## src/rtl/ccd_pkg.sv

```systemverilog
// Constants, types and field layout of the configuration window decoder
//----------------------------------------------------------------------
// Summary of operation
//----------------------------------------------------------------------
package ccd_pkg;
   //-------------------------------------------------------------------
   // Window decode
   //-------------------------------------------------------------------
   localparam int OFF_W = 19;
   localparam logic [5:0] AM_CONFIG = 6'h2f;
   localparam logic [18:0] WIN_TOP = 19'h7ffff;
   localparam logic [18:0] ROM_END = 19'h00fff;
   localparam logic [18:0] CSR_AREA_LO = 19'h7fc00;
   localparam logic [1:0] LANE_ODD = 2'h3;
   localparam int BAR_LO = 19;
   localparam int BAR_W = 5;
   //-------------------------------------------------------------------
   // Register offsets and bits
   //-------------------------------------------------------------------
   localparam logic [18:0] CSR_BAR = 19'h7ffff;
   localparam logic [18:0] CSR_BIT_SET = 19'h7fffb;
   localparam logic [18:0] CSR_BIT_CLR = 19'h7fff7;
   localparam logic [18:0] CSR_RAM_OWNER = 19'h7fff3;
   localparam logic [18:0] CSR_ADER_BASE = 19'h7ff63;
   localparam int ADER_STRIDE = 16;
   localparam int BYTE_STRIDE = 4;
   localparam int BIT_MOD_EN = 4;
   localparam int BIT_RAM_OWNED = 2;
   localparam int ADER_AM_LO = 2;
   localparam int ADER_CMP_LO = 16;
   localparam logic [31:0] ADER_RST = 32'h0000_0000;
   localparam logic [7:0] OWNER_FREE = 8'h00;
   localparam logic [7:0] BYTE_ZERO = 8'h00;
   //-------------------------------------------------------------------
   // Config RAM placement
   //-------------------------------------------------------------------
   localparam logic [18:0] RAM_START = 19'h01003;
   //-------------------------------------------------------------------
   // ROM contents
   //-------------------------------------------------------------------
   localparam logic [18:0] ROM_SPEC_ID = 19'h0001b;
   localparam logic [7:0] SPEC_ID_VAL = 8'h02;
   localparam logic [18:0] ROM_ASCII_C = 19'h0001f;
   localparam logic [18:0] ROM_ASCII_R = 19'h00023;
   localparam logic [7:0] ASCII_C = 8'h43;
   localparam logic [7:0] ASCII_R = 8'h52;
   localparam logic [18:0] ROM_MFR_ID = 19'h00027;
   localparam logic [23:0] MFR_ID_VAL = 24'h00_12_34; // Arbitrary value
   localparam logic [18:0] ROM_SER_BEG = 19'h000cb;
   localparam logic [18:0] ROM_SER_END = 19'h000d7;
   localparam logic [23:0] SER_BEG_VAL = 24'h00_0e03;
   localparam logic [23:0] SER_END_VAL = 24'h00_0e0f;
   localparam logic [31:0] SERIAL_VAL = 32'h0000_0001; // Arbitrary value
   //-------------------------------------------------------------------
   // Types
   //-------------------------------------------------------------------
   typedef struct packed {
      logic write;
      logic [5:0] am;
      logic [31:0] addr;
      logic [7:0] wdata;
   } ccd_req_s;
   typedef enum logic [1:0] {
      PH_IDLE = 2'b01,
      PH_LOOK = 2'b10
   } ccd_phase_e;
   typedef enum logic [1:0] {
      AREA_NONE = 2'h0,
      AREA_ROM = 2'h1,
      AREA_RAM = 2'h2,
      AREA_CSR = 2'h3
   } ccd_area_e;
   typedef struct packed {
      logic hit;
      logic write;
      ccd_area_e area;
      logic [18:0] off;
      logic [7:0] wdata;
   } ccd_stage_s;
endpackage

```

## src/rtl/ccd_top.sv

```systemverilog
// Configuration window decoder: ROM area, config RAM and register area
`timescale 1ns/10ps
module ccd_top #(
   parameter int NUM_FUNC = 2,
   parameter int RAM_DEPTH = 256,
   parameter int RAM_AW = 8
) (
   input wire logic CLK,
   input wire logic RST_N,
   input wire logic [4:0] GA,
   input wire logic REQ,
   input wire ccd_pkg::ccd_req_s REQ_BUS,
   output logic ACK,
   output logic [7:0] ACK_DATA,
   output logic MODULE_EN,
   output logic [NUM_FUNC-1:0][31:0] FUNC_ADER,
   output logic [NUM_FUNC-1:0] FUNC_HIT,
   output logic [7:0] RAM_OWNER
);
   //-------------------------------------------------------------------
   // Declarations
   //-------------------------------------------------------------------
   localparam logic [18:0] RAM_LIM =
      19'(int'(ccd_pkg::RAM_START) + ccd_pkg::BYTE_STRIDE * RAM_DEPTH);

   ccd_pkg::ccd_phase_e phase;
   ccd_pkg::ccd_phase_e next_phase;
   ccd_pkg::ccd_stage_s stage;
   ccd_pkg::ccd_stage_s next_stage;
   logic [ccd_pkg::BAR_W-1:0] bar;
   logic bar_loaded;
   logic take;
   logic in_win;
   logic [18:0] req_off;
   logic [18:0] ram_rel;
   logic [18:0] stg_rel;
   logic [7:0] rom_data;
   logic [7:0] ram_data;
   logic [7:0] csr_rd;
   logic lane_ok;
   logic ram_we;
   logic csr_wr;
   logic owned;

   //-------------------------------------------------------------------
   // Request acceptance and window decode
   //-------------------------------------------------------------------
   // One request in flight; none before the base register is loaded
   assign take = REQ && (phase == ccd_pkg::PH_IDLE) && bar_loaded;
   assign req_off = REQ_BUS.addr[18:0];
   // Window hit needs the config modifier and our slot's base
   assign in_win = (REQ_BUS.am == ccd_pkg::AM_CONFIG) &&
      (REQ_BUS.addr[23:ccd_pkg::BAR_LO] == bar);
   assign ram_rel = req_off - ccd_pkg::RAM_START;
   assign stg_rel = stage.off - ccd_pkg::RAM_START;

   // Area classification of the accepted offset
   always_comb begin
      next_stage = stage;
      next_stage.hit = 1'b0;
      if (take) begin
         next_stage.hit = in_win;
         next_stage.write = REQ_BUS.write;
         next_stage.off = req_off;
         next_stage.wdata = REQ_BUS.wdata;
         if (req_off <= ccd_pkg::ROM_END) begin
            next_stage.area = ccd_pkg::AREA_ROM;
         end else if ((req_off >= ccd_pkg::RAM_START) && (req_off < RAM_LIM)) begin
            next_stage.area = ccd_pkg::AREA_RAM;
         end else if (req_off >= ccd_pkg::CSR_AREA_LO) begin
            next_stage.area = ccd_pkg::AREA_CSR;
         end else begin
            next_stage.area = ccd_pkg::AREA_NONE;
         end
      end
   end

   // Phase sequencing
   always_comb begin
      next_phase = phase;
      unique case (phase)
         ccd_pkg::PH_IDLE: begin
            if (take) begin
               next_phase = ccd_pkg::PH_LOOK;
            end
         end
         ccd_pkg::PH_LOOK: begin
            next_phase = ccd_pkg::PH_IDLE;
         end
      endcase
   end

   // Phase and stage registers
   always_ff @(posedge CLK) begin
      if (!RST_N) begin
         phase <= ccd_pkg::PH_IDLE;
         stage <= '0;
      end else begin
         phase <= next_phase;
         stage <= next_stage;
      end
   end

   //-------------------------------------------------------------------
   // Base address from the slot
   //-------------------------------------------------------------------
   // Slot address caught on the first edge after reset release
   always_ff @(posedge CLK) begin
      if (!RST_N) begin
         bar <= '0;
         bar_loaded <= 1'b0;
      end else if (!bar_loaded) begin
         bar <= GA;
         bar_loaded <= 1'b1;
      end
   end

   //-------------------------------------------------------------------
   // ROM and config RAM
   //-------------------------------------------------------------------
   ccd_rom u_rom (
      .clk(CLK),
      .rd_idx(req_off[11:2]),
      .rd_data(rom_data)
   );

   // Only the odd byte of every fourth location carries data
   assign lane_ok = (stage.off[1:0] == ccd_pkg::LANE_ODD);
   assign csr_wr = (phase == ccd_pkg::PH_LOOK) && stage.hit && stage.write &&
      (stage.area == ccd_pkg::AREA_CSR) && lane_ok;
   // RAM writes taken in owner-free or owned state alike, no owner check
   assign ram_we = (phase == ccd_pkg::PH_LOOK) && stage.hit && stage.write &&
      (stage.area == ccd_pkg::AREA_RAM) && lane_ok;

   ccd_ram #(
      .DEPTH(RAM_DEPTH),
      .AW(RAM_AW)
   ) u_ram (
      .clk(CLK),
      .wr_en(ram_we),
      .wr_idx(stg_rel[RAM_AW+1:2]),
      .wr_data(stage.wdata),
      .rd_idx(ram_rel[RAM_AW+1:2]),
      .rd_data(ram_data)
   );

   //-------------------------------------------------------------------
   // Register area
   //-------------------------------------------------------------------
   assign owned = (RAM_OWNER != ccd_pkg::OWNER_FREE);

   // Read mux of the register area
   always_comb begin
      csr_rd = ccd_pkg::BYTE_ZERO;
      unique case (stage.off)
         ccd_pkg::CSR_BAR: csr_rd = {bar, 3'h0};
         ccd_pkg::CSR_BIT_SET, ccd_pkg::CSR_BIT_CLR: begin
            csr_rd[ccd_pkg::BIT_MOD_EN] = MODULE_EN;
            csr_rd[ccd_pkg::BIT_RAM_OWNED] = owned;
         end
         ccd_pkg::CSR_RAM_OWNER: csr_rd = RAM_OWNER;
         default: csr_rd = ccd_pkg::BYTE_ZERO;
      endcase
      for (int f = 0; f < NUM_FUNC; f++) begin
         for (int k = 0; k < 4; k++) begin
            if (stage.off == 19'(int'(ccd_pkg::CSR_ADER_BASE) +
                  f * ccd_pkg::ADER_STRIDE + k * ccd_pkg::BYTE_STRIDE)) begin
               csr_rd = FUNC_ADER[f][31-8*k -: 8];
            end
         end
      end
   end

   // Module enable through bit set and bit clear
   always_ff @(posedge CLK) begin
      if (!RST_N) begin
         MODULE_EN <= 1'b0;
      end else if (csr_wr && stage.wdata[ccd_pkg::BIT_MOD_EN]) begin
         if (stage.off == ccd_pkg::CSR_BIT_SET) begin
            MODULE_EN <= 1'b1;
         end else if (stage.off == ccd_pkg::CSR_BIT_CLR) begin
            MODULE_EN <= 1'b0;
         end
      end
   end

   // Config RAM owner: claimed only while free, freed by bit clear
   always_ff @(posedge CLK) begin
      if (!RST_N) begin
         RAM_OWNER <= ccd_pkg::OWNER_FREE;
      end else if (csr_wr && (stage.off == ccd_pkg::CSR_RAM_OWNER) && !owned) begin
         RAM_OWNER <= stage.wdata;
      end else if (csr_wr && (stage.off == ccd_pkg::CSR_BIT_CLR) &&
            stage.wdata[ccd_pkg::BIT_RAM_OWNED]) begin
         RAM_OWNER <= ccd_pkg::OWNER_FREE;
      end
   end

   //-------------------------------------------------------------------
   // Relocated spaces: base registers and hit decode
   //-------------------------------------------------------------------
   for (genvar f = 0; f < NUM_FUNC; f++) begin : g_func
      // Big-endian bytes of this function's base register
      always_ff @(posedge CLK) begin
         if (!RST_N) begin
            FUNC_ADER[f] <= ccd_pkg::ADER_RST;
         end else if (csr_wr) begin
            for (int k = 0; k < 4; k++) begin
               if (stage.off == 19'(int'(ccd_pkg::CSR_ADER_BASE) +
                     f * ccd_pkg::ADER_STRIDE + k * ccd_pkg::BYTE_STRIDE)) begin
                  FUNC_ADER[f][31-8*k -: 8] <= stage.wdata;
               end
            end
         end
      end

      // Hit pulse for a relocated access, held off until enabled
      always_ff @(posedge CLK) begin
         if (!RST_N) begin
            FUNC_HIT[f] <= 1'b0;
         end else begin
            FUNC_HIT[f] <= take && MODULE_EN &&
               (REQ_BUS.am != ccd_pkg::AM_CONFIG) &&
               (REQ_BUS.am == FUNC_ADER[f][ccd_pkg::ADER_AM_LO +: 6]) &&
               (REQ_BUS.addr[31:ccd_pkg::ADER_CMP_LO] ==
                FUNC_ADER[f][31:ccd_pkg::ADER_CMP_LO]);
         end
      end
   end

   //-------------------------------------------------------------------
   // Answer
   //-------------------------------------------------------------------
   // Acknowledge every window hit; writes read back zero
   always_ff @(posedge CLK) begin
      if (!RST_N) begin
         ACK <= 1'b0;
         ACK_DATA <= ccd_pkg::BYTE_ZERO;
      end else begin
         ACK <= (phase == ccd_pkg::PH_LOOK) && stage.hit;
         ACK_DATA <= ccd_pkg::BYTE_ZERO;
         if ((phase == ccd_pkg::PH_LOOK) && stage.hit && !stage.write && lane_ok) begin
            unique case (stage.area)
               ccd_pkg::AREA_ROM: ACK_DATA <= rom_data;
               ccd_pkg::AREA_RAM: ACK_DATA <= ram_data;
               ccd_pkg::AREA_CSR: ACK_DATA <= csr_rd;
               ccd_pkg::AREA_NONE: ACK_DATA <= ccd_pkg::BYTE_ZERO;
            endcase
         end
      end
   end
endmodule

```

## src/rtl/ccd_rom.sv

```systemverilog
// Constant configuration ROM table with registered read data
`timescale 1ns/10ps
module ccd_rom (
   input wire logic clk,
   input wire logic [9:0] rd_idx,
   output logic [7:0] rd_data
);
   //-------------------------------------------------------------------
   // Table lookup
   //-------------------------------------------------------------------
   // Byte at odd lane of word idx; unlisted locations are zero
   function automatic logic [7:0] rom_byte(input logic [9:0] idx);
      logic [18:0] off;
      logic [7:0] val;
      off = {7'h00, idx, ccd_pkg::LANE_ODD};
      val = ccd_pkg::BYTE_ZERO;
      unique case (off)
         ccd_pkg::ROM_SPEC_ID: val = ccd_pkg::SPEC_ID_VAL;
         ccd_pkg::ROM_ASCII_C: val = ccd_pkg::ASCII_C;
         ccd_pkg::ROM_ASCII_R: val = ccd_pkg::ASCII_R;
         ccd_pkg::ROM_MFR_ID: val = ccd_pkg::MFR_ID_VAL[23:16];
         ccd_pkg::ROM_MFR_ID + 19'h4: val = ccd_pkg::MFR_ID_VAL[15:8];
         ccd_pkg::ROM_MFR_ID + 19'h8: val = ccd_pkg::MFR_ID_VAL[7:0];
         ccd_pkg::ROM_SER_BEG: val = ccd_pkg::SER_BEG_VAL[23:16];
         ccd_pkg::ROM_SER_BEG + 19'h4: val = ccd_pkg::SER_BEG_VAL[15:8];
         ccd_pkg::ROM_SER_BEG + 19'h8: val = ccd_pkg::SER_BEG_VAL[7:0];
         ccd_pkg::ROM_SER_END: val = ccd_pkg::SER_END_VAL[23:16];
         ccd_pkg::ROM_SER_END + 19'h4: val = ccd_pkg::SER_END_VAL[15:8];
         ccd_pkg::ROM_SER_END + 19'h8: val = ccd_pkg::SER_END_VAL[7:0];
         ccd_pkg::SER_BEG_VAL[18:0]: val = ccd_pkg::SERIAL_VAL[31:24];
         ccd_pkg::SER_BEG_VAL[18:0] + 19'h4: val = ccd_pkg::SERIAL_VAL[23:16];
         ccd_pkg::SER_BEG_VAL[18:0] + 19'h8: val = ccd_pkg::SERIAL_VAL[15:8];
         ccd_pkg::SER_END_VAL[18:0]: val = ccd_pkg::SERIAL_VAL[7:0];
         default: val = ccd_pkg::BYTE_ZERO;
      endcase
      return val;
   endfunction

   // Registered read, contents fixed by constants
   always_ff @(posedge clk) begin
      rd_data <= rom_byte(rd_idx);
   end
endmodule

```

## src/rtl/ccd_ram.sv

```systemverilog
// Byte-wide configuration RAM with registered read data
`timescale 1ns/10ps
module ccd_ram #(
   parameter int DEPTH = 256,
   parameter int AW = 8
) (
   input wire logic clk,
   input wire logic wr_en,
   input wire logic [AW-1:0] wr_idx,
   input wire logic [7:0] wr_data,
   input wire logic [AW-1:0] rd_idx,
   output logic [7:0] rd_data
);
   logic [7:0] mem [DEPTH];

   // Write port
   always_ff @(posedge clk) begin
      if (wr_en) begin
         mem[wr_idx] <= wr_data;
      end
   end

   // Read port
   always_ff @(posedge clk) begin
      rd_data <= mem[rd_idx];
   end
endmodule

```

## config.mk

```make
export PLATFORM = sky130hd
export DESIGN_NAME = ccd_top
export DESIGN_NICKNAME = d
export VERILOG_FILES = /design/src/rtl/ccd_pkg.sv /design/src/rtl/ccd_top.sv /design/src/rtl/ccd_rom.sv /design/src/rtl/ccd_ram.sv
export SDC_FILE = /design/constraint.sdc
export NUM_CORES = 2
export LEC_CHECK = 0
export ABC_AREA = 1
export ABC_CLOCK_PERIOD_IN_PS = 5550
export BUFFER_PORTS_ARGS = -buffer_cell sky130_fd_sc_hd__buf_2
export CAP_MARGIN = 0
export CORE_ASPECT_RATIO = 0.75
export CORE_MARGIN = 8
export CORE_UTILIZATION = 45
export DETAILED_ROUTE_END_ITERATION = 6
export PLACE_DENSITY = 0.64
export REMOVE_ABC_BUFFERS = 1
export SLEW_MARGIN = 20
export SYNTH_ARGS = -nofsm -noshare
export SYNTH_HDL_FRONTEND = slang
export SYNTH_HIERARCHICAL = 1
export SYNTH_SLANG_ARGS = --single-unit
```

## constraint.sdc

```tcl
create_clock -name CLK -period 5.55 [get_ports CLK]
set_clock_uncertainty 0.1 [all_clocks]
set_input_delay 0.8325 -clock CLK [delete_from_list [all_inputs] [get_ports CLK]]
set_output_delay 0.8325 -clock CLK [all_outputs]
set_load 0.02 [all_outputs]
```

==> flow_metrics.env <==
export IMPL_status="finished clean"
export IMPL_ys_warn_count=6
export IMPL_async_flop_share_pct=0
export IMPL_area_growth_pct=10.9
export IMPL_slowest_stage="nor2_1"
export IMPL_cp_slowest_stage_delay_ns=0.99
export IMPL_period_needed_ns=4.60
export IMPL_power_share_clock_pct=39.1
export IMPL_timing_rr_end="u_ram/mem[172][7]$_DFFE_PP_"
export IMPL_min_from="REQ_BUS[6]"
export IMPL_post_cts_resized=0
export IMPL_critPathRequiredTime_ns=5.89
export IMPL_place_hpwl_um=164000
export IMPL_drv_slew=0
export IMPL_clk_pin_slew_ns=0.07
export IMPL_regToRegSetupSlack_ns=0.95
export IMPL_clock_latency_ns=0.86
export IMPL_p_leak_nw=35.6
export IMPL_ctsHoldBuffers=0
export IMPL_worstMarginPinSlew_ns=1.21
export IMPL_power_switching_mw=9.06
export IMPL_start_util_pct=45.3
export IMPL_drcViolationCount=0
export IMPL_worst_path_most_repeated_cell="nor2_1"
export IMPL_routed_wl_um=270000
export IMPL_power_internal_mw=27.0
export IMPL_vias_per_cell=5.86
export IMPL_drtIter0Drc=9893
export IMPL_clock_fmax_mhz=217
export IMPL_vdd_drop_max_v=0.000296
export IMPL_die_area_mm2=0.215
export IMPL_synth_edf_count=2048
export IMPL_antenna_found_initial=10
export IMPL_ant_nets=0
export IMPL_worst_r2r_path_depth=12
export IMPL_die_y_um=404
export IMPL_fin_ws_ns=0.952
export IMPL_power_frac_seq_pct=51.0
export IMPL_timing_setup_tns_ns=0
export IMPL_power_density_mw_per_mm2=360
export IMPL_cts_root_buf="clkbuf_16"
export IMPL_clock_sinks=2186
export IMPL_relSlewSlack_pct=18.9
export IMPL_whs_path_depth=3
export IMPL_critPathBufInv=3
export IMPL_ff_latch_area_mm2=0.0643
export IMPL_hold_path_class="primary input to flip-flop"
export IMPL_sw_frac_of_total_pct=25.1
export IMPL_synth_seq_cells=2186
export IMPL_r2r_start="stage[9]$_SDFFE_PN0P_"
export IMPL_cts_tree="done"
export IMPL_row_count=142
export IMPL_place_ws_ns=0.481
export IMPL_place_congestion=0.941
export IMPL_multiInputGateArea_mm2=0.0227
export IMPL_hold_viol=0
export IMPL_fillers=17200
export IMPL_netlist_area_mm2=0.0903
export IMPL_drv_cap=0
export IMPL_synthFlopType="edfxtp_1"
export IMPL_rsz0062_at_grt="no"
export IMPL_timing_hold_ws_ns=0.155
export IMPL_comb_power_share_pct=9.9
export IMPL_yosysSeqAreaShare_pct=71.2
export IMPL_grt_pass1_wl_um=397000
export IMPL_grtUsageTotal_pct=24.2
export IMPL_arrival_ns=4.93
export IMPL_num_vias=63400
export IMPL_grt_pass1_vias=58300
export IMPL_ys_types=53
export IMPL_syn_area_per_cell_um2=11.3
export IMPL_fin_nets=8034
export IMPL_worst_setup_path_start_kind="flip-flop"
export IMPL_die_width_um=533
export IMPL_period_share_pct=82.8
export IMPL_worstPathMaxFanout=16
export IMPL_top_layer="met5"
export IMPL_cts_buffers=209
export IMPL_synth_cells=8016
export IMPL_port_buffers=138
export IMPL_post_drt_wl_per_cell_um=25.0
export IMPL_overflow=0
export IMPL_cts_buffer_depth=4
export IMPL_design_core_area_mm2=0.200
export IMPL_h_tree_depth=4
export IMPL_cts_setup_buffers=0
export IMPL_io_pins=139
export IMPL_drive_gt1_share_pct=8.20
export IMPL_hold_end="stage[6]$_SDFFE_PN0P_"
export IMPL_met2_length_um=114000
export IMPL_endpoint_kind="flip-flop"
export IMPL_cp_cell_sequence="nand2_2 -> nand2_1 -> nor2_1 -> inv_1 -> nor2_1 -> inv_1 -> nor2_1 -> xor2_1 -> inv_1 -> nor2_1 -> nand3_1 -> nor2_1"
export IMPL_cp_top_family="simple AND/OR/NAND/NOR gates"
export IMPL_dr_pass1_iters=6
export IMPL_met1_length_um=114000
export IMPL_crit_type="flip-flop to flip-flop"
export IMPL_setup_viol=0
export IMPL_grt_max_degree=189
export IMPL_wl_met3_um=35500
sequential cells by signal (all words and copies together) (netlist names), 5 cells and up:
register	cells
RAM_OWNER	8
ACK_DATA	8
u_ram/mem	2048
u_ram/rd_data	8
FUNC_ADER	64
stage	31
bar	5
u_rom/rd_data	7
through the flow:
step           cells  utilization [%]  total power, mW  cell area [um^2]
2_1_floorplan   7496                -             21.4             87700
3_3_place_gp   10400             46.8             22.2             93400
3_5_place_dp   10400             46.8             22.2             93500
4_1_cts        10800             50.2             36.1            100000
5_1_grt        10800             50.2             37.1            100000
6_report       10800             50.2             36.1            100000
cells in the mapped netlist, types with 3 or more instances:
| cell type | n | area (um^2) |
|---|---|---|
| a2111oi_0 | 5 | 43.8 |
| a211oi_1 | 3 | 22.5 |
| a211oi_2 | 5 | 62.6 |
| a21oi_1 | 95 | 475 |
| a21oi_2 | 3 | 26.3 |
| a221oi_1 | 8 | 70.1 |
| buf_1 | 41 | 154 |
| buf_2 | 275 | 1380 |
| buf_4 | 47 | 353 |
| buf_6 | 18 | 203 |
| clkbuf_1 | 137 | 514 |
| dfxtp_1 | 138 | 2760 |
| edfxtp_1 | 2048 | 61500 |
| inv_1 | 178 | 668 |
| inv_2 | 24 | 90.1 |
| nand2_1 | 2312 | 8680 |
| nand2_2 | 15 | 93.8 |
| nand3_1 | 2053 | 10300 |
| nand4_1 | 10 | 62.6 |
| nor2_1 | 378 | 1420 |
| nor2_2 | 12 | 75.1 |
| nor2_4 | 9 | 101 |
| nor3_1 | 7 | 35.0 |
| nor3_4 | 3 | 48.8 |
| nor4_1 | 6 | 37.5 |
| o211ai_1 | 4 | 30.0 |
| o21ai_0 | 117 | 586 |
| o21ai_1 | 8 | 40.0 |
| o21bai_1 | 3 | 22.5 |
| o22ai_1 | 11 | 68.8 |
| xnor2_1 | 5 | 43.8 |
| xor2_1 | 13 | 114 |
tightest hold or removal path, cell delays in order:
cell	delay [ns]
buf_2	0.08
o21ai_0	0.08
nor2_1	0.08
final cells by class:
class                           instances  area share (%)
Inverter                              204           0.799
Multi-Input combinational cell       5106            22.7
Clock inverter                        111            1.06
Clock buffer                          264            5.55
Timing Repair Buffer                  272            2.34
Sequential cell                      2186            64.2
Antenna cell                           13          0.0325
Tap cell                             2664            3.33
cells by family (layout without fill, tap and decap cells):
| family | Yosys count | count (layout) | share of synthesized area [%] |
|---|---|---|---|
| and+or+nand+nor | 4818 | 4818 | 23.2 |
| DFF | 2186 | 2186 | 71.2 |
| buffers and inverters | 724 | 851 | 3.75 |
| AOI/OAI and AO/OA | 269 | 269 | 1.70 |
| xor gates and xnor gates | 18 | 18 | 0.175 |
| other | 1 | 14 | 0.00415 |
per-layer routing:
metal / vias up / global-route usage [%]
met3: 408 / 7.50
met2: 3734 / 33.8
met4: 4 / 6.19
met5: - / 0
met1: 31200 / 36.4
li1: 28100 / -
power groups by stage:
stage | Sequential (mW) | Clock (mW) | Combinational (mW)
final | 18.4 | 14.1 | 3.56
after global routing | 18.4 | 14.9 | 3.77
after CTS | 18.4 | 14.2 | 3.47
after detailed placement | 18.8 | 0 | 3.46
after global placement | 18.8 | 0 | 3.44
after floorplan | 19.0 | 0 | 2.46
cell usage in the layout, fill, tap and decap left out, types with 6 or more instances in the layout:
cell / n
clkbuf_1: 44
bufinv_16: 19
o22ai_1: 11
buf_12: 50
nor3_1: 7
nand2_2: 16
dfxtp_4: 8
buf_4: 83
nor2_4: 9
inv_2: 24
a21oi_1: 95
nor2_2: 12
o21ai_0: 117
inv_1: 175
clkinv_2: 44
clkbuf_8: 10
a221oi_1: 8
o21ai_1: 8
nor2_1: 378
nand4_1: 10
buf_2: 138
nand3_1: 2053
edfxtp_1: 2048
nand2_1: 2307
xor2_1: 13
clkbuf_16: 210
nand2_4: 6
diode_2: 13
clkinvlp_4: 7
dfxtp_1: 130
clkinv_1: 36
worst max-delay path by stage:
stage / startpoint / to / cells past startpoint
final: stage[9]$_SDFFE_PN0P_ / u_ram/mem[172][7]$_DFFE_PP_ / 12
after global routing: stage[9]$_SDFFE_PN0P_ / u_ram/mem[29][1]$_DFFE_PP_ / 14
after CTS: stage[9]$_SDFFE_PN0P_ / u_ram/mem[29][7]$_DFFE_PP_ / 14
after detailed placement: REQ_BUS[8] / u_ram/rd_data[2]$_DFF_P_ / 18
after global placement: REQ_BUS[9] / u_ram/rd_data[2]$_DFF_P_ / 18
after floorplan: REQ_BUS[9] / u_ram/rd_data[7]$_DFF_P_ / 16
(Power assumes the default switching activity.)
